<file path="src/logic/asp_pkg.sv">
package asp_pkg;
    // Register byte offsets on the AXI4-Lite bus.
    localparam logic [7:0] ADDR_CTRL = 8'h00;
    localparam logic [7:0] ADDR_CLAMP = 8'h04;
    localparam logic [7:0] ADDR_MSG = 8'h08;
    localparam logic [7:0] ADDR_STAT = 8'h0c;
    // Writable bits of each register; all other bits read as zero.
    localparam logic [31:0] CTRL_MASK = 32'h0000_3fff;
    localparam logic [31:0] CLAMP_MASK = 32'h0fff_0fff;
    localparam logic [31:0] MSG_MASK = 32'h0000_0fff;
    // Values after reset.
    localparam logic [31:0] CTRL_RST = 32'h0000_0000;
    localparam logic [31:0] CLAMP_RST = 32'h0080_0080;
    localparam logic [31:0] MSG_RST = 32'h0000_0000;
    // Field positions.
    localparam int CL_LO_LSB = 0;
    localparam int CL_HI_LSB = 16;
    localparam int MSG_ID_LSB = 0;
    localparam int MSG_MAG_LSB = 4;
    localparam int ST_RC_LSB = 8;
    // Bus answers.
    localparam logic [1:0] RESP_OKAY = 2'h0;
    localparam logic [1:0] RESP_SLVERR = 2'h2;
    // Clock and SENT timing.
    localparam int unsigned CLK_NS = 20;
    localparam logic [13:0] QUARTER_NS = 14'h00fa;
    localparam logic [6:0] SYNC_TICKS = 7'h38;
    localparam logic [6:0] LOW_TICKS = 7'h05;
    localparam logic [6:0] NIB_BASE_TICKS = 7'h0c;
    localparam logic [8:0] FRAME_TICKS = 9'h110;
    localparam logic [2:0] LAST_NIB = 3'h7;
    localparam logic [3:0] CRC_SEED = 4'h5;
    localparam logic [3:0] CRC_POLY = 4'hd;
    // PWM frame and failure bands.
    localparam logic [12:0] PWM_FRAME = 13'h1000;
    localparam logic [11:0] FAIL_LOW = 12'h040;
    localparam logic [11:0] FAIL_HIGH = 12'hfc0;
    localparam logic [11:0] SLOW_STEP = 12'h008;
    localparam logic [11:0] SENT_FAIL_LOW = 12'h000;
    localparam logic [11:0] SENT_FAIL_HIGH = 12'hfff;

    typedef enum logic [1:0] {
        OS_PUSH = 2'h0,
        OS_PDOWN = 2'h1,
        OS_PUP = 2'h2,
        OS_SENT = 2'h3
    } asp_os_t;

    // Control register layout, bits 13:0.
    typedef struct packed {
        logic failure_band_select;
        logic pause_pulse_enable;
        logic rolling_counter_disable;
        logic serial_message_enable;
        logic [4:0] tick_period_select;
        logic pwm_step_rate;
        logic pwm_frame_rate;
        logic pwm_invert;
        asp_os_t output_stage_select;
    } asp_cfg_t;

    // Diagnostic inputs from the sensor core.
    typedef struct packed {
        logic watchdog;
        logic adc_check;
        logic signature;
        logic offset_incomplete;
        logic cordic_overflow;
        logic field_range;
    } asp_fault_t;

    // Tick period in nanoseconds, built from quarter microseconds.
    function automatic logic [13:0] asp_tick_ns(input logic [4:0] code);
        logic [5:0] q;
        q = 6'h0c;
        unique case (code)
            5'h00: q = 6'h0c; 5'h01: q = 6'h10; 5'h02: q = 6'h12; 5'h03: q = 6'h14;
            5'h04: q = 6'h16; 5'h05: q = 6'h17; 5'h06: q = 6'h1a; 5'h07: q = 6'h1b;
            5'h08: q = 6'h1e; 5'h09: q = 6'h20; 5'h0a: q = 6'h22; 5'h0b: q = 6'h24;
            5'h0c: q = 6'h26; 5'h0d: q = 6'h28; 5'h0e: q = 6'h29; 5'h0f: q = 6'h2a;
            5'h10: q = 6'h2b; 5'h11: q = 6'h2c; 5'h12: q = 6'h2d; 5'h13: q = 6'h2e;
            5'h14: q = 6'h2f; 5'h15: q = 6'h30; 5'h16: q = 6'h31; 5'h17: q = 6'h32;
            5'h18: q = 6'h09; 5'h19: q = 6'h0a; 5'h1a: q = 6'h0b; 5'h1b: q = 6'h0c;
            5'h1c: q = 6'h0d; 5'h1d: q = 6'h0e; 5'h1e: q = 6'h0e; 5'h1f: q = 6'h0e;
        endcase
        return 14'(q * QUARTER_NS);
    endfunction : asp_tick_ns

    // One nibble of the SENT CRC-4, most significant bit first.
    function automatic logic [3:0] asp_crc_nib(input logic [3:0] crc, input logic [3:0] nib);
        logic [3:0] c;
        logic fb;
        c = crc;
        for (int i = 3; i >= 0; i--) begin
            fb = c[3] ^ nib[i];
            c = {c[2:0], 1'b0};
            if (fb) begin
                c = c ^ CRC_POLY;
            end
        end
        return c;
    endfunction : asp_crc_nib
endpackage : asp_pkg

</file>
<file path="src/logic/asp_sent_pwm.sv">
// Implementation choices: the register offsets and the AXI4-Lite slave port.
module asp_sent_pwm #(
    parameter int unsigned PWM_DIV_FAST = 12, // System clocks per PWM clock, fast frame rate.
    parameter int unsigned PWM_DIV_SLOW = 24 // System clocks per PWM clock, slow frame rate.
) (
    input wire logic aclk, // System clock, 50 MHz.
    input wire logic aresetn, // Synchronous reset, active low.
    input wire logic [7:0] s_axi_awaddr, // Write address.
    input wire logic s_axi_awvalid, // Write address valid.
    output logic s_axi_awready, // Write address ready.
    input wire logic [31:0] s_axi_wdata, // Write data.
    input wire logic [3:0] s_axi_wstrb, // Write byte strobes.
    input wire logic s_axi_wvalid, // Write data valid.
    output logic s_axi_wready, // Write data ready.
    output logic [1:0] s_axi_bresp, // Write response.
    output logic s_axi_bvalid, // Write response valid.
    input wire logic s_axi_bready, // Write response ready.
    input wire logic [7:0] s_axi_araddr, // Read address.
    input wire logic s_axi_arvalid, // Read address valid.
    output logic s_axi_arready, // Read address ready.
    output logic [31:0] s_axi_rdata, // Read data.
    output logic [1:0] s_axi_rresp, // Read response.
    output logic s_axi_rvalid, // Read data valid.
    input wire logic s_axi_rready, // Read data ready.
    input wire logic [11:0] angle, // Measured angle from the transfer function.
    input asp_pkg::asp_fault_t faults, // Diagnostic fault levels.
    output logic out_o, // Output pin drive value.
    output logic out_oe // Output pin enable, high while driving.
);
    import asp_pkg::*;

    typedef enum logic [2:0] {
        S_SYNC = 3'b001,
        S_NIB = 3'b010,
        S_PAUSE = 3'b100
    } asp_state_t;
    function automatic logic [31:0] wmerge(input logic [31:0] old, input logic [31:0] d,
                                           input logic [3:0] be, input logic [31:0] mask);
        logic [31:0] r;
        r = old;
        for (int b = 0; b < 4; b++) begin
            if (be[b]) begin
                r[8*b +: 8] = d[8*b +: 8];
            end
        end
        return r & mask;
    endfunction : wmerge

    // Register bus and configuration state.
    logic aw_got_r, aw_got_nxt, w_got_r, w_got_nxt;
    logic [7:0] waddr_r, waddr_nxt;
    logic [31:0] wdata_r, wdata_nxt;
    logic [3:0] wstrb_r, wstrb_nxt;
    logic bvalid_r, bvalid_nxt, rvalid_r, rvalid_nxt;
    logic [1:0] bresp_r, bresp_nxt, rresp_r, rresp_nxt;
    logic [31:0] rdata_r, rdata_nxt;
    logic [31:0] ctrl_r, ctrl_nxt, clamp_r, clamp_nxt, msg_r, msg_nxt;
    asp_cfg_t cfg;
    logic [11:0] cl_lo, cl_hi;

    // Diagnostic state.
    logic [2:0] fatal_r, fatal_nxt;
    logic recov, diag, hiz;

    // SENT state.
    asp_state_t st_r, st_nxt;
    logic [13:0] acc_r, acc_nxt, tick_ns;
    logic [14:0] acc_sum;
    logic tick;
    logic [6:0] seg_r, seg_nxt, seg_len;
    logic [8:0] used_r, used_nxt;
    logic [2:0] nib_r, nib_nxt;
    logic [3:0] nibs_r [8];
    logic [3:0] nibs_nxt [8];
    logic [7:0] rc_r, rc_nxt;
    logic [3:0] ssm_idx_r, ssm_idx_nxt;
    logic [15:0] ssm_r, ssm_nxt;
    logic sent_lvl;

    // PWM state.
    logic [5:0] div_r, div_nxt;
    logic [11:0] pos_r, pos_nxt, duty_r, duty_nxt;
    logic pwm_lvl;

    // Pin state.
    logic out_r, out_nxt, oe_r, oe_nxt;

    assign cfg = asp_cfg_t'(ctrl_r[$bits(asp_cfg_t)-1:0]);
    assign cl_lo = clamp_r[CL_LO_LSB +: 12];
    assign cl_hi = clamp_r[CL_HI_LSB +: 12];
    assign s_axi_awready = ~aw_got_r;
    assign s_axi_wready = ~w_got_r;
    assign s_axi_bvalid = bvalid_r;
    assign s_axi_bresp = bresp_r;
    assign s_axi_arready = ~rvalid_r;
    assign s_axi_rvalid = rvalid_r;
    assign s_axi_rdata = rdata_r;
    assign s_axi_rresp = rresp_r;
    assign out_o = out_r;
    assign out_oe = oe_r;

    // Address and data are caught separately in either order; the write lands once both
    // are held and the previous response has gone, so at most one write is in flight.
    always_comb begin
        aw_got_nxt = aw_got_r;
        w_got_nxt = w_got_r;
        waddr_nxt = waddr_r;
        wdata_nxt = wdata_r;
        wstrb_nxt = wstrb_r;
        bvalid_nxt = bvalid_r;
        bresp_nxt = bresp_r;
        rvalid_nxt = rvalid_r;
        rresp_nxt = rresp_r;
        rdata_nxt = rdata_r;
        ctrl_nxt = ctrl_r;
        clamp_nxt = clamp_r;
        msg_nxt = msg_r;
        if (s_axi_awvalid && !aw_got_r) begin
            aw_got_nxt = 1'b1;
            waddr_nxt = s_axi_awaddr;
        end
        if (s_axi_wvalid && !w_got_r) begin
            w_got_nxt = 1'b1;
            wdata_nxt = s_axi_wdata;
            wstrb_nxt = s_axi_wstrb;
        end
        if (bvalid_r && s_axi_bready) begin
            bvalid_nxt = 1'b0;
        end
        if (aw_got_r && w_got_r && !bvalid_r) begin
            aw_got_nxt = 1'b0;
            w_got_nxt = 1'b0;
            bvalid_nxt = 1'b1;
            bresp_nxt = RESP_OKAY;
            unique case (waddr_r)
                ADDR_CTRL: ctrl_nxt = wmerge(ctrl_r, wdata_r, wstrb_r, CTRL_MASK);
                ADDR_CLAMP: clamp_nxt = wmerge(clamp_r, wdata_r, wstrb_r, CLAMP_MASK);
                ADDR_MSG: msg_nxt = wmerge(msg_r, wdata_r, wstrb_r, MSG_MASK);
                ADDR_STAT: bresp_nxt = RESP_OKAY;
                default: bresp_nxt = RESP_SLVERR;
            endcase
        end
        if (rvalid_r && s_axi_rready) begin
            rvalid_nxt = 1'b0;
        end
        if (s_axi_arvalid && !rvalid_r) begin
            rvalid_nxt = 1'b1;
            rresp_nxt = RESP_OKAY;
            unique case (s_axi_araddr)
                ADDR_CTRL: rdata_nxt = ctrl_r;
                ADDR_CLAMP: rdata_nxt = clamp_r;
                ADDR_MSG: rdata_nxt = msg_r;
                ADDR_STAT: rdata_nxt = {16'h0000, rc_r, 1'b0, hiz, faults[2:0], fatal_r};
                default: begin
                    rdata_nxt = 32'h0000_0000;
                    rresp_nxt = RESP_SLVERR;
                end
            endcase
        end
    end

    always_ff @(posedge aclk) begin
        if (!aresetn) begin
            aw_got_r <= 1'b0;
            w_got_r <= 1'b0;
            waddr_r <= 8'h00;
            wdata_r <= 32'h0000_0000;
            wstrb_r <= 4'h0;
            bvalid_r <= 1'b0;
            bresp_r <= RESP_OKAY;
            rvalid_r <= 1'b0;
            rresp_r <= RESP_OKAY;
            rdata_r <= 32'h0000_0000;
            ctrl_r <= CTRL_RST;
            clamp_r <= CLAMP_RST;
            msg_r <= MSG_RST;
        end else begin
            aw_got_r <= aw_got_nxt;
            w_got_r <= w_got_nxt;
            waddr_r <= waddr_nxt;
            wdata_r <= wdata_nxt;
            wstrb_r <= wstrb_nxt;
            bvalid_r <= bvalid_nxt;
            bresp_r <= bresp_nxt;
            rvalid_r <= rvalid_nxt;
            rresp_r <= rresp_nxt;
            rdata_r <= rdata_nxt;
            ctrl_r <= ctrl_nxt;
            clamp_r <= clamp_nxt;
            msg_r <= msg_nxt;
        end
    end

    // Non-recoverable faults stick until reset; the others are followed live.
    always_comb begin
        fatal_nxt = fatal_r | {faults.watchdog, faults.adc_check, faults.signature};
        recov = faults.offset_incomplete | faults.cordic_overflow | faults.field_range;
        diag = fatal_r[1] | fatal_r[0] | recov;
        hiz = fatal_r[2];
    end

    always_ff @(posedge aclk) begin
        if (!aresetn) begin
            fatal_r <= 3'h0;
        end else begin
            fatal_r <= fatal_nxt;
        end
    end

    // Tick enable from a nanosecond accumulator, so quarter-microsecond periods that are
    // not whole clock multiples still average out exactly.
    always_comb begin
        tick_ns = asp_tick_ns(cfg.tick_period_select);
        acc_sum = {1'b0, acc_r} + 15'(CLK_NS);
        tick = acc_sum >= {1'b0, tick_ns};
        acc_nxt = tick ? 14'(acc_sum - {1'b0, tick_ns}) : acc_sum[13:0];
    end

    // SENT segment sequencer: sync, eight nibbles, optional pause.
    always_comb begin
        logic [11:0] a;
        logic [15:0] word;
        logic [3:0] crc;
        logic build;
        a = 12'h000;
        word = 16'h0000;
        crc = CRC_SEED;
        build = 1'b0;
        st_nxt = st_r;
        seg_nxt = seg_r;
        used_nxt = used_r;
        nib_nxt = nib_r;
        nibs_nxt = nibs_r;
        rc_nxt = rc_r;
        ssm_idx_nxt = ssm_idx_r;
        ssm_nxt = ssm_r;
        seg_len = SYNC_TICKS;
        unique case (st_r)
            S_SYNC: seg_len = SYNC_TICKS;
            S_NIB: seg_len = NIB_BASE_TICKS + {3'h0, nibs_r[nib_r]};
            S_PAUSE: seg_len = 7'(FRAME_TICKS - used_r);
        endcase
        sent_lvl = seg_r >= LOW_TICKS;
        if (tick) begin
            if (seg_r == seg_len - 7'h01) begin
                seg_nxt = 7'h00;
                used_nxt = used_r + {2'h0, seg_len};
                unique case (st_r)
                    S_SYNC: begin
                        st_nxt = S_NIB;
                        nib_nxt = 3'h0;
                    end
                    S_NIB: begin
                        nib_nxt = nib_r + 3'h1;
                        if (nib_r == LAST_NIB) begin
                            if (cfg.pause_pulse_enable) begin
                                st_nxt = S_PAUSE;
                            end else begin
                                build = 1'b1;
                            end
                        end
                    end
                    S_PAUSE: build = 1'b1;
                endcase
            end else begin
                seg_nxt = seg_r + 7'h01;
            end
        end
        // Next telegram starts right after the previous one; nothing waits on the receiver.
        if (build) begin
            st_nxt = S_SYNC;
            used_nxt = 9'h000;
            a = diag ? (cfg.failure_band_select ? SENT_FAIL_HIGH : SENT_FAIL_LOW) : angle;
            word = ssm_r;
            if (ssm_idx_r == 4'h0) begin
                crc = asp_crc_nib(CRC_SEED, msg_r[MSG_ID_LSB +: 4]);
                crc = asp_crc_nib(crc, msg_r[MSG_MAG_LSB + 4 +: 4]);
                crc = asp_crc_nib(crc, msg_r[MSG_MAG_LSB +: 4]);
                crc = asp_crc_nib(crc, 4'h0);
                word = {msg_r[MSG_ID_LSB +: 4], msg_r[MSG_MAG_LSB +: 8], crc};
                ssm_nxt = word;
            end
            if (cfg.serial_message_enable) begin
                nibs_nxt[0] = {ssm_idx_r == 4'h0, word[4'hf - ssm_idx_r], 1'b0, diag | hiz};
                ssm_idx_nxt = ssm_idx_r + 4'h1;
            end else begin
                nibs_nxt[0] = {3'h0, diag | hiz};
                ssm_idx_nxt = 4'h0;
            end
            nibs_nxt[1] = a[11:8];
            nibs_nxt[2] = a[7:4];
            nibs_nxt[3] = a[3:0];
            nibs_nxt[4] = cfg.rolling_counter_disable ? 4'h0 : rc_r[7:4];
            nibs_nxt[5] = cfg.rolling_counter_disable ? 4'h0 : rc_r[3:0];
            nibs_nxt[6] = ~a[11:8];
            rc_nxt = cfg.rolling_counter_disable ? 8'h00 : rc_r + 8'h01;
            crc = CRC_SEED;
            for (int i = 1; i < 7; i++) begin
                crc = asp_crc_nib(crc, nibs_nxt[i]);
            end
            nibs_nxt[7] = asp_crc_nib(crc, 4'h0);
        end
    end

    // Outside SENT mode the sequencer parks one tick before a fresh telegram, so switching
    // to SENT always opens with a full sync pulse carrying current data.
    always_ff @(posedge aclk) begin
        if (!aresetn || cfg.output_stage_select != OS_SENT) begin
            st_r <= S_PAUSE;
            acc_r <= 14'h0000;
            seg_r <= 7'h00;
            used_r <= FRAME_TICKS - 9'h001;
            nib_r <= 3'h0;
            nibs_r <= '{default: 4'h0};
            rc_r <= 8'h00;
            ssm_idx_r <= 4'h0;
            ssm_r <= 16'h0000;
        end else begin
            st_r <= st_nxt;
            acc_r <= acc_nxt;
            seg_r <= seg_nxt;
            used_r <= used_nxt;
            nib_r <= nib_nxt;
            nibs_r <= nibs_nxt;
            rc_r <= rc_nxt;
            ssm_idx_r <= ssm_idx_nxt;
            ssm_r <= ssm_nxt;
        end
    end

    // PWM: 4096 PWM clocks per frame, duty loaded at frame start so a frame never tears.
    always_comb begin
        logic [11:0] tgt;
        logic [12:0] hi_lim;
        tgt = angle;
        hi_lim = PWM_FRAME - {1'b0, cl_hi};
        div_nxt = div_r + 6'h01;
        pos_nxt = pos_r;
        duty_nxt = duty_r;
        if (div_r == 6'(cfg.pwm_frame_rate ? PWM_DIV_SLOW - 1 : PWM_DIV_FAST - 1)) begin
            div_nxt = 6'h00;
            pos_nxt = pos_r + 12'h001;
        end
        if ({1'b0, tgt} > hi_lim) begin
            tgt = hi_lim[11:0];
        end
        if (tgt < cl_lo) begin
            tgt = cl_lo;
        end
        if (diag) begin
            tgt = cfg.failure_band_select ? FAIL_HIGH : FAIL_LOW;
        end
        if (div_nxt == 6'h00 && pos_nxt == 12'h000) begin
            duty_nxt = tgt;
            if (cfg.pwm_step_rate && !diag) begin
                if (tgt > duty_r + SLOW_STEP) begin
                    duty_nxt = duty_r + SLOW_STEP;
                end else if (tgt + SLOW_STEP < duty_r) begin
                    duty_nxt = duty_r - SLOW_STEP;
                end
            end
        end
        pwm_lvl = (pos_r < duty_r) ^ cfg.pwm_invert;
    end

    always_ff @(posedge aclk) begin
        if (!aresetn) begin
            div_r <= 6'h00;
            pos_r <= 12'h000;
            duty_r <= FAIL_LOW;
        end else begin
            div_r <= div_nxt;
            pos_r <= pos_nxt;
            duty_r <= duty_nxt;
        end
    end

    // Driver style: open-collector styles drive only one level and release for the other.
    always_comb begin
        logic lvl;
        lvl = (cfg.output_stage_select == OS_SENT) ? sent_lvl : pwm_lvl;
        out_nxt = lvl;
        oe_nxt = 1'b1;
        unique case (cfg.output_stage_select)
            OS_PUSH, OS_SENT: oe_nxt = 1'b1;
            OS_PDOWN: begin
                out_nxt = 1'b1;
                oe_nxt = lvl;
            end
            OS_PUP: begin
                out_nxt = 1'b0;
                oe_nxt = ~lvl;
            end
        endcase
        if (hiz) begin
            oe_nxt = 1'b0;
        end
    end

    always_ff @(posedge aclk) begin
        if (!aresetn) begin
            out_r <= 1'b0;
            oe_r <= 1'b0;
        end else begin
            out_r <= out_nxt;
            oe_r <= oe_nxt;
        end
    end
endmodule : asp_sent_pwm

</file>
<file path="config.mk">
export PLATFORM = sky130hd
export DESIGN_NAME = asp_sent_pwm
export DESIGN_NICKNAME = d
export VERILOG_FILES = /design/src/logic/asp_pkg.sv /design/src/logic/asp_sent_pwm.sv
export SDC_FILE = /design/constraint.sdc
export NUM_CORES = 1
export LEC_CHECK = 0
export ABC_CLOCK_PERIOD_IN_PS = 22300
export BUFFER_PORTS_ARGS = -buffer_cell sky130_fd_sc_hd__buf_2
export CAP_MARGIN = 5
export CORE_MARGIN = 2
export CORE_UTILIZATION = 30
export DETAILED_ROUTE_END_ITERATION = 8
export HOLD_SLACK_MARGIN = 0.05
export SLEW_MARGIN = 25
export SYNTH_ARGS = -nofsm -noshare
export SYNTH_HDL_FRONTEND = slang
export SYNTH_SLANG_ARGS = --single-unit
</file>
<file path="constraint.sdc">
create_clock -name aclk -period 22.3 [get_ports aclk]
set_input_delay 2.23 -clock aclk [delete_from_list [all_inputs] [get_ports aclk]]
set_output_delay 2.23 -clock aclk [all_outputs]
set_load 0.02 [all_outputs]
</file>
# Word-level counts from Yosys, hierarchy flattened
# Memory sizes are Yosys's and may differ from the RTL's.
# Cells that the tools add are included.
# op_classes
n_mux	153
n_eq_ne	20
add_sub_neg	17
n_lt_le_gt_ge	9
mul	1
n_bitwise	90
n_reduce_logical	47
# op_table
cell	n
$mux 4	107
$not 3->3	42
$mux 12	10
$pmux 28 s4	1
$lt 12x12->1	3
$xor 1x1->1	35
$eq 8x4->1 const B	4
$mux 16	2
$mux 9	3
$reduce_and 3->1	9
$add 12x4->12 const B	2
$pmux 7 s3	1
$eq 8x3->1 const B	2
$logic_not 8->1	2
$add 14x5->15 const B	1
$ge 15x14->1	1
$mux 3	5
$mux 14	1
$sub 14x14->14	1
$gt 12x13->1	1
$mul 6x7->13 const B	1
$sub 13x12->13 const A	1
$add 12x1->12 const B	1
$bmux 4 s3	1
52 further kinds	100
# word_totals
out_inout_bits	43
input_bits	77
memories	1
word_cells	380
romBits	192
regBits	261
# memory_table
memory	words	width	rd	rd_ports_with_merged_regs	wr	line	rtl
(name not given)	32	6	1	0	0	asp_pkg.sv:76	unique case (code)

# Longest topological paths before layout
# Gate-level depths: netlist of run 1.
# depth
word_depth	91
ltp_mapped	40
ltp_nobuf	37

# Worst setup path after synthesis of run 1
# No wires, ideal clock.
# synth_timing
kind	in2reg
startpoint	in angle[10]
endpoint	reg duty_r[0]
cell_stages	33
required_time_ns	22.230
n_path_buf	2
t_arrival_ns	8.693
slack_ns	13.537
cell_sequence	ha_1 o21ai_0 o21bai_1 nand3_1 a21oi_1 clkbuf_1 mux2_2 ha_1 and3_1 a21oi_1 a21oi_1 nor4b_1 o221ai_1 a21oi_1 a21oi_1 nand2b_1 inv_1 ha_1 nand2_1 nor4b_1 o211ai_1 and4b_1 mux2_2 ha_1 nand4_1 nor2_1 nand2_1 o211a_1 o21bai_1 clkbuf_1 and2_1 o2111ai_1 a21oi_1
# synth_between
elab_chain_len	10
elab_cells_between_ends	11
# synth_rtl
element	line	rtl
start: declaration	asp_sent_pwm.sv:25	input wire logic [11:0] angle,
$gt 12x13->1	asp_sent_pwm.sv:344	if ({1'b0, tgt} > hi_lim) begin
$mux 12 (*)	asp_sent_pwm.sv:344	
$lt 12x12->1	asp_sent_pwm.sv:347	if (tgt < cl_lo) begin
$mux 12 (*)	asp_sent_pwm.sv:347	
$mux 12 (*)	asp_sent_pwm.sv:350	if (diag) begin
$add 12x4->12	asp_sent_pwm.sv:358	end else if (tgt + SLOW_STEP < duty_r) begin
$lt 12x12->1	asp_sent_pwm.sv:358	
$mux 12	asp_sent_pwm.sv:358	
$mux 12	asp_sent_pwm.sv:356	if (tgt > duty_r + SLOW_STEP) begin
$mux 12 (*)	asp_sent_pwm.sv:355	if (cfg.pwm_step_rate && !diag) begin
end signal: assignment	asp_sent_pwm.sv:374	duty_r <= duty_nxt;
end: declaration	asp_sent_pwm.sv:82	logic [11:0] pos_r, pos_nxt, duty_r, duty_nxt;
# Mark *: on every way between the ends. The rest lies on a longest branch, timed or not.
# A chain may end at the register's enable or synchronous reset.

# Final worst setup path of run 1
# Same ends and word-level chain as after synthesis.

==> run metrics, run 1 <==
Final ANT Viol Nets=0; maximum buffer depth of the clock tree=3; flops & latches, synth=249; H-tree depth=1; Worst setup SP type=input pin; Congestion Overflow GR=0; gpl congestion=0.886; 1st-pass router iterations=5; Leak=7.28 nW; Die Area=55,200 um2; FP Rows=84; Final min period=9.42 ns; DR WL/cell=17.0 um; area grow syn2layout=13.4%; # setup viols final=0; Post-CTS Setup Bufs=0; Vias=14,004; worst-margin pin slew=1.02 ns; top fanout value on the critical path=15; Die X=235 um; Post-DP HPWL=34,400 um; root buf cell=clkbuf_16; Clock Sinks=249; post_cts resized=0; final hold vios=0; number of remaining DRC errors=0; R2R Path Start=clamp_r[16]$_SDFFE_PN0P_; r2r setup slk=12.92 ns; RSZ-0062 raised after global routing=no; most frequent CP cell=a21oi_1; CP Class=in2reg; core area=52,700 um2; worst hold path class=reg2reg; final critical-path setup slack=12.88 ns; hold path start=nibs_r[13]$_SDFFE_PP0P_; Multi-input gate area=10,200 um2; I/O pin cnt=120; max cap viols=0; chip height=235 um; PortBufs=107; PD cells=57.2 nW/um2; Achievable Freq=106 MHz; TritonCTS clock tree=yes; largest net degree at the start of global routing=91; Critical Path RT=22.82 ns; fin. max-slew vios=0; FF-to-FF End=duty_r[0]$_SDFFE_PN0P_; met1 Track Usage GR=0.210; GR Util met2=0.272; final WL=45,800 um; number of flops mapped to enable cells by yosys=0; initial antenna violation count=2; GRT Total Usage=0.161; clk_skew=0.0318 ns; clock latency on the worst-skew pair=0.59 ns; Vias/cell=5.20; Starting Density=0.304; Filler cells=5,455; drt initial violations=1,041; final net count=2,197; Post-synth ARST share=0; Largest stage delay, worst path=0.70 ns; Hold Path Sink=nibs_r[13]$_SDFFE_PP0P_; worst reg2reg path depth=38; status=complete, no violations; Ys Warns=0; met3 GRT Util=0.0261; first-pass GRT wire length=73,400 um; Slew HR=0.311; VDD IR max=0.0600 mV; Synth Flop Type=dfxtp_1; layout cells sized above 1=0.115; sequential cell area=4980 um2; slowest stage cell, crit path=o21bai_1; CP arrival=9.94 ns; post-synth cell types=85; sequential fraction of the synthesis area=0.312; Mapped Cells=1,923; WHS Path Cells=2; worst slack at placement=12.39 ns; vias in the first global route=13,676; Syn Area/Cell=8.32 um2; Post-Syn Area=16,000 um2; Top Usage Layer GRT=met2; clock input transition at the sequential cells of the worst setup and hold paths=0.06 ns; Num CTS Buffers=29; Setup Total Neg Slack=0 ns; CTS Hold Bufs=0; CP endpoint kind=register; period utilisation layout=0.422
## registers in the layout (all words and copies together), names as in the netlist, 3 cells and up
name	count
used_r	7
div_r	6
ssm_idx_r	4
fatal_r	3
pos_r	12
ssm_r	16
seg_r	7
nib_r	3
wstrb_r	4
msg_r	12
ctrl_r	14
clamp_r	24
rc_r	8
acc_r	13
st_r	3
wdata_r	26
s_axi_rdata	28
waddr_r	8
nibs_r	31
duty_r	12
## cell type report
class / count / area share
clock buffer: 40 / 0.0445
timing repair buffer: 122 / 0.0357
multi-input combinational: 1474 / 0.564
sequential: 249 / 0.275
antenna: 2 / 0.000276
inverter: 107 / 0.0223
tap: 688 / 0.0475
clock inverter: 11 / 0.0109
## power by group
part	total [mW]	leakage, nW	switching (mW)	internal [mW]
Sequential	0.457	2.01	0.00589	0.451
Combinational	0.0704	4.77	0.0432	0.0272
Clock	0.510	0.491	0.200	0.310
Total	1.04	7.28	0.249	0.788
## cell usage in the layout (no fill, tap or decap), types with 9 or more instances in the layout
cell	n
nand2_1	237
buf_4	15
o211ai_1	13
buf_2	107
nand3_1	56
and2_1	20
nor3_1	34
xnor2_1	96
a31oi_1	11
mux2i_1	54
xor2_1	36
fa_1	15
clkbuf_16	29
nand3b_1	10
a21oi_1	180
o21ai_0	71
and3_1	13
mux4_2	21
nand2b_1	13
ha_1	122
nor2b_1	15
inv_1	105
dfxtp_1	249
nor4_1	9
a211oi_1	31
or3_1	17
nor2_1	171
mux2_2	17
a22oi_1	26
a21o_1	17
nand4_1	27
## cells by family after synthesis
family | Yosys count | share of synthesized area
AOI/OAI and AO/OA | 431 | 0.170
adders and majority gates | 137 | 0.114
other | 1 | 0.000234
xor gates and xnor gates | 132 | 0.0723
and+or+nand+nor | 672 | 0.200
DFF | 249 | 0.312
buffers and inverters | 205 | 0.0518
muxes | 96 | 0.0800
## per-stage QoR
step / hold WS [ns] / instance area, um2 / util / total power [mW] / cells
2_1_floorplan: 0.427 / 16000 / - / 0.512 / 1928
3_3_place_gp: 0.438 / 17100 / 0.325 / 0.535 / 2640
6_report: 0.451 / 18100 / 0.344 / 1.04 / 2693
4_1_cts: 0.448 / 18100 / 0.344 / 1.05 / 2691
5_1_grt: 0.464 / 18100 / 0.344 / 1.07 / 2692
3_5_place_dp: 0.440 / 17100 / 0.325 / 0.537 / 2640
## Yosys cell counts, types with 8 or more instances
cell type | instances | share of area
o21ai_0 | 71 | 0.022
nand3b_1 | 10 | 0.0047
and2_1 | 20 | 0.0078
a31oi_1 | 11 | 0.0043
mux2i_1 | 54 | 0.034
and3_1 | 13 | 0.0051
a22oi_1 | 26 | 0.012
ha_1 | 122 | 0.095
xor2_1 | 36 | 0.020
o211ai_1 | 13 | 0.0061
a211oi_1 | 31 | 0.015
clkbuf_1 | 76 | 0.018
a21oi_1 | 180 | 0.056
mux4_2 | 21 | 0.030
nand3_1 | 56 | 0.018
nor3_1 | 34 | 0.011
mux2_2 | 17 | 0.012
nor2_1 | 171 | 0.040
nand4_1 | 27 | 0.011
xnor2_1 | 96 | 0.053
or4_1 | 8 | 0.0038
nor4_1 | 9 | 0.0035
a21o_1 | 17 | 0.0080
buf_2 | 8 | 0.0025
o211a_1 | 8 | 0.0050
inv_1 | 105 | 0.025
nand2_1 | 239 | 0.056
dfxtp_1 | 249 | 0.31
nor2b_1 | 16 | 0.0063
fa_1 | 15 | 0.019
o21bai_1 | 8 | 0.0038
or3_1 | 17 | 0.0066
o21a_1 | 8 | 0.0038
nand2b_1 | 13 | 0.0051
## how the worst max path moves through the flow
stage / start / to / slack [ns] / cells after the start
2_1_floorplan: angle[10] / duty_r[0]$_SDFFE_PN0P_ / 13.54 / 33
3_3_place_gp: angle[6] / duty_r[0]$_SDFFE_PN0P_ / 12.39 / 33
3_5_place_dp: angle[10] / duty_r[0]$_SDFFE_PN0P_ / 12.39 / 32
4_1_cts: angle[10] / duty_r[0]$_SDFFE_PN0P_ / 12.99 / 32
5_1_grt: clamp_r[16]$_SDFFE_PN0P_ / duty_r[0]$_SDFFE_PN0P_ / 12.18 / 37
6_report: angle[10] / duty_r[0]$_SDFFE_PN0P_ / 12.88 / 32
## worst max-delay path: cells and delay by family
family	cells	cell delay, ns
and+or+nand+nor	11	2.56
buffers and inverters	3	0.49
muxes	2	0.66
adders and majority gates	4	1.09
AOI/OAI and AO/OA	12	2.90
## routing by layer
layer	share of wire	vias up
met2	0.47	341
met4	0.029	0
met5	0	-
met1	0.44	6685
li1	-	6894
met3	0.055	84
Power figures use the tool's default switching activity.
==> run 2, diff against run 1 <==
- ABC_CLOCK_PERIOD_IN_PS: 22300 -> 8600
- clock period: 22.3 -> 8.6 ns (I/O delays scaled with it)
==> run 2 against run 1 <==
  * Register-to-register slack got worse by 12 ns
  * Utilization increased by 0.43 points
  * Largest power group unchanged
  * First-iteration DRC count decreased by 19%
==> run metrics, run 2 (same netlist as run 1, synthesis figures left out) <==
worst slack at placement=0.302 ns; PortBufs=107; Vias=14,035; area grow syn2layout=14.8%; final core occ=0.349; layout cells sized above 1=0.130; Starting Density=0.304; top layer in use=met4; Num CTS Buffers=28; VDD IR max=0.168 mV; met3 wire len=2600 um; CP Class=reg2reg; dpl cells=2,657; Leak=7.40 nW; initial antenna violation count=1; commonest non-fill, non-tap cell in the layout=dfxtp_1; Filler cells=5,452; wire length on met2=21,600 um; top fanout value on the critical path=15; CP arrival=8.53 ns; Congestion Overflow GR=0; Post-CTS Setup Bufs=0; total power=2.70 mW; root buf cell=clkbuf_16; DR WL/cell=17.0 um; max reg flops=31; FP Rows=84; Largest stage delay, worst path=0.63 ns; GRT Total Usage=0.163; slowest stage cell, crit path=or4_1; chip height=235 um; most frequent cells in the layout=dfxtp_1 (249), nand2_1 (237), a21oi_1 (180), nor2_1 (171), ha_1 (122); Vias/cell=5.18; P_sw=0.639 mW; clk_skew=0.0276 ns; Int Pwr=2.06 mW; final net count=2,213; status=complete, no violations; Die X=235 um; Achievable Freq=125 MHz; met1 wire length=20,600 um; Post-DP HPWL=35,300 um; register name with the most flops=nibs_r; largest net degree at the start of global routing=76; most frequent CP cell=a21oi_1; H-tree depth=1; I/O pin cnt=120; fin cells=2,712; Die Area=55,200 um2; post_cts resized=0; final hold vios=0; # setup viols final=0; r2r setup slk=0.57 ns; sw frac=0.237; Final ANT Viol Nets=0; sequential power share=0.439; CP endpoint kind=register; worst-margin pin slew=0.913 ns; gpl congestion=0.898; worst hold slack=0.452 ns; fin. max-slew vios=0; 1st-pass router iterations=5; clock latency on the worst-skew pair=0.57 ns; TritonCTS clock tree=yes; number of remaining DRC errors=0; Critical Path RT=9.10 ns; Slew HR=0.390; Clock Power Share=0.493; Worst setup SP type=register; worst hold path class=reg2reg; period utilisation layout=0.933; Clock Sinks=249; clock input transition at the sequential cells of the worst setup and hold paths=0.06 ns; maximum buffer depth of the clock tree=3; Gate power share=0.068; final critical-path setup slack=0.572 ns; vias in the first global route=13,678; max cap viols=0; Final min period=8.03 ns; final WL=46,200 um; core area=52,700 um2; CTS Hold Bufs=0; drt initial violations=847; PD cells=147 nW/um2; first-pass GRT wire length=74,100 um
-- run 2: changes by cell type in the layout (fill, tap and decap cells not counted), sizes merged --
cell / before / now
buf: 122 / 139
clkbuf: 40 / 38
clkinv: 5 / 7
clkinvlp: 1 / 2
diode: 2 / 3
-- run 2: area by class of cell --
class / instances / area (um2) / share of cell area
clock buffer: 38 / 818 / 0.0446
inverter: 107 / 404 / 0.0220
timing repair buffer: 139 / 788 / 0.0429
clock inverter: 14 / 223 / 0.0121
tap: 688 / 861 / 0.0469
antenna: 3 / 7.51 / 0.000409
sequential: 249 / 4980 / 0.271
multi-input combinational: 1474 / 10300 / 0.560
-- run 2: final timing paths --
kind                                 start                      to  cells past startpoint
setup / recovery  clamp_r[17]$_SDFFE_PN0P_  duty_r[3]$_SDFFE_PN0P_                     35
hold / removal      nibs_r[5]$_SDFFE_PP0P_  nibs_r[5]$_SDFFE_PP0P_                      2
setup reg to reg  clamp_r[17]$_SDFFE_PN0P_  duty_r[3]$_SDFFE_PN0P_                     35
hold reg to reg     nibs_r[5]$_SDFFE_PP0P_  nibs_r[5]$_SDFFE_PP0P_                      2
-- run 2: power groups by stage --
stage                     clock network, mW  registers (mW)  logic, mW
after floorplan                           0            1.21      0.122
after global placement                    0            1.21      0.179
after detailed placement                  0            1.21      0.182
after CTS                              1.36            1.18      0.182
after global routing                   1.41            1.19      0.203
final                                  1.33            1.18      0.183
-- run 2: worst max-delay path: cells and delay by family, from the launching register on --
kind | cells | cell delay (ns)
compound gates | 12 | 2.31
xor+xnor | 1 | 0.18
fa+ha+maj | 4 | 1.04
buf+inv | 3 | 0.35
flops | 1 | 0.36
mux | 2 | 0.71
simple gates | 13 | 2.99
-- run 2: per-layer routing --
metal	up-vias	GRT usage
met5	-	0
met4	0	0.0487
met3	93	0.0337
met2	341	0.271
met1	6650	0.212
li1	6951	-
-- run 2: stage by stage --
stage | TNS, ns | area [um2]
global route | -0.00854 | 18400
floorplan | 0 | 16000
finish | 0 | 18400
CTS | 0 | 18300
detailed placement | 0 | 17300
global placement | 0 | 17300
==> run 3, diff against run 2 <==
- MAX_ROUTING_LAYER: unset -> met4
==> run 3 against run 2 <==
  * Setup slack worse by 0.11 ns
  * Wire length grew 1.1%
  * Sequential power about the same
  * Final area down 0.34%
  * Critical path depth unchanged
  * Clock skew is 0.0049 ns higher
  * Clock power shrank 9%
  * Final cell count is 0.11% higher
  * Utilization down 0.12 points
  * Sequential share of layout area up 0.093 points
  * Register-to-register slack worse by 0.11 ns
  * Via count grew 0.83%
==> run metrics, run 3 (same netlist as run 1, synthesis figures left out) <==
status=complete, no violations; hold path start=nibs_r[9]$_SDFFE_PP0P_; PD cells=141 nW/um2; first-pass GRT wire length=74,300 um; r2r setup slk=0.47 ns; top fanout value on the critical path=15; max reg flops=31; H-tree depth=1; VDD IR max=0.133 mV; max cap viols=0; Buf/Inv on CP=3; Leak=7.37 nW; Die Area=55,200 um2; Achievable Freq=123 MHz; Post-DP HPWL=35,500 um; PortBufs=107; core area=52,700 um2; initial antenna violation count=3; clock latency on the worst-skew pair=0.58 ns; final net count=2,219; Starting Density=0.304; register name with the most flops=nibs_r; Critical Path RT=9.11 ns; largest net degree at the start of global routing=76; cell family with most CP delay=simple AND/OR/NAND/NOR gates; Vias/cell=5.21; Final min period=8.13 ns; Final ANT Viol Nets=0; worst reg2reg path depth=35; clock input transition at the sequential cells of the worst setup and hold paths=0.06 ns; fin cells=2,715; final WL=46,700 um; period utilisation layout=0.946; Congestion Overflow GR=0; Filler cells=5,457; gpl congestion=0.900; FP Rows=84; Die X=235 um; final hold vios=0; CP Launch Point=clamp_r[17]$_SDFFE_PN0P_; I/O pin cnt=120; area grow syn2layout=14.4%; Clock Sinks=249; vias in the first global route=13,814; GRT Total Usage=0.169; Num CTS Buffers=28; Clock Power Share=0.469; clk_skew=0.0325 ns; P_sw=0.638 mW; Setup Total Neg Slack=0 ns; Vias=14,152; CP arrival=8.64 ns; Int Pwr=1.94 mW; sequential power share=0.459; slowest stage cell, crit path=or4_1; Gate power share=0.072; most frequent cells in the layout=dfxtp_1 (249), nand2_1 (237), a21oi_1 (179), nor2_1 (171), ha_1 (122); TritonCTS clock tree=yes; worst-margin pin slew=1.10 ns; dpl cells=2,660; Worst setup SP type=register; Slew HR=0.268; layout cells sized above 1=0.132; CTS Hold Bufs=0; # setup viols final=0; DR WL/cell=17.2 um; WHS Path Cells=2; commonest non-fill, non-tap cell in the layout=dfxtp_1; FF-to-FF End=duty_r[3]$_SDFFE_PN0P_; Hold Path Sink=nibs_r[9]$_SDFFE_PP0P_; Largest stage delay, worst path=0.61 ns; chip height=235 um; 1st-pass router iterations=7; number of remaining DRC errors=0; R2R Path Start=clamp_r[17]$_SDFFE_PN0P_; drt initial violations=900; worst hold slack=0.454 ns; CP Class=reg2reg; most frequent CP cell=ha_1; maximum buffer depth of the clock tree=3; CP endpoint kind=register; root buf cell=clkbuf_16; fin. max-slew vios=0; sw frac=0.247; worst hold path class=reg2reg
==> run 3: cell count changes in the layout (fill, tap and decap cells not counted), moves of 2 or more <==
| cell | before | now |
|---|---|---|
| clkbuf_8 | 8 | 5 |
| buf_4 | 31 | 37 |
| clkinv_2 | 3 | 9 |
| bufinv_16 | 5 | 2 |
| nor3b_2 | 3 | 1 |
| nor3b_1 | 3 | 5 |
==> run 3: worst max-delay path by stage <==
stage                              to  slack [ns]  cells after the start
3_3_place_gp   duty_r[3]$_SDFFE_PN0P_        0.33                     37
3_5_place_dp   duty_r[3]$_SDFFE_PN0P_        0.30                     37
2_1_floorplan  duty_r[0]$_SDFFE_PN0P_        0.67                     39
4_1_cts        duty_r[3]$_SDFFE_PN0P_        0.26                     37
5_1_grt        duty_r[3]$_SDFFE_PN0P_       -0.05                     35
6_report       duty_r[3]$_SDFFE_PN0P_        0.47                     35
==> run 3: repair_timing <==
| item | 4_1_cts | 5_1_grt |
|---|---|---|
| endpoints found under the setup margin | 0 | 12 |
| gates resized for setup | 0 | 10 |
| setup buffers | 0 | 3 |
==> run 3: routing by layer <==
metal	track usage	vias up	share of wire
met2	0.274	373	0.47
li1	-	6952	-
met4	0.0499	0	0.027
met3	0.0234	75	0.050
met1	0.217	6752	0.46
met5	-	-	0
==> run 3: worst reg2reg max path, delay by kind of cell (launching register included) <==
kind,cells,cell delay (ns)
adders and majority gates,4,1.06
muxes,2,0.65
AOI/OAI and AO/OA,10,2.02
and+or+nand+nor,15,3.45
buffers and inverters,3,0.34
DFF,1,0.36
xor gates and xnor gates,1,0.18
==> run 3: layout make-up <==
class / count / area, um2 / share of cell area
Clock inverter: 15 / 160 / 0.00875
Antenna cell: 2 / 5.00 / 0.000273
Multi-Input combinational cell: 1474 / 10300 / 0.562
Tap cell: 688 / 861 / 0.0470
Timing Repair Buffer: 145 / 833 / 0.0455
Inverter: 107 / 404 / 0.0221
Sequential cell: 249 / 4980 / 0.272
Clock buffer: 35 / 777 / 0.0424
==> run 3: per-stage QoR <==
step	total power, mW	worst slack [ns]	util	cell area (um2)
after floorplan	1.33	0.674	-	16000
after global placement	1.39	0.333	0.328	17300
after detailed placement	1.39	0.297	0.328	17300
after CTS	2.61	0.263	0.346	18200
after global routing	2.68	-0.0459	0.348	18300
final	2.58	0.466	0.348	18300
==> run 3: power groups by stage <==
| stage | logic (mW) | registers [mW] | clock network (mW) |
|---|---|---|---|
| after floorplan | 0.122 | 1.21 | 0 |
| after global placement | 0.179 | 1.21 | 0 |
| after detailed placement | 0.183 | 1.21 | 0 |
| after CTS | 0.184 | 1.18 | 1.24 |
| after global routing | 0.206 | 1.19 | 1.29 |
| final | 0.187 | 1.18 | 1.21 |
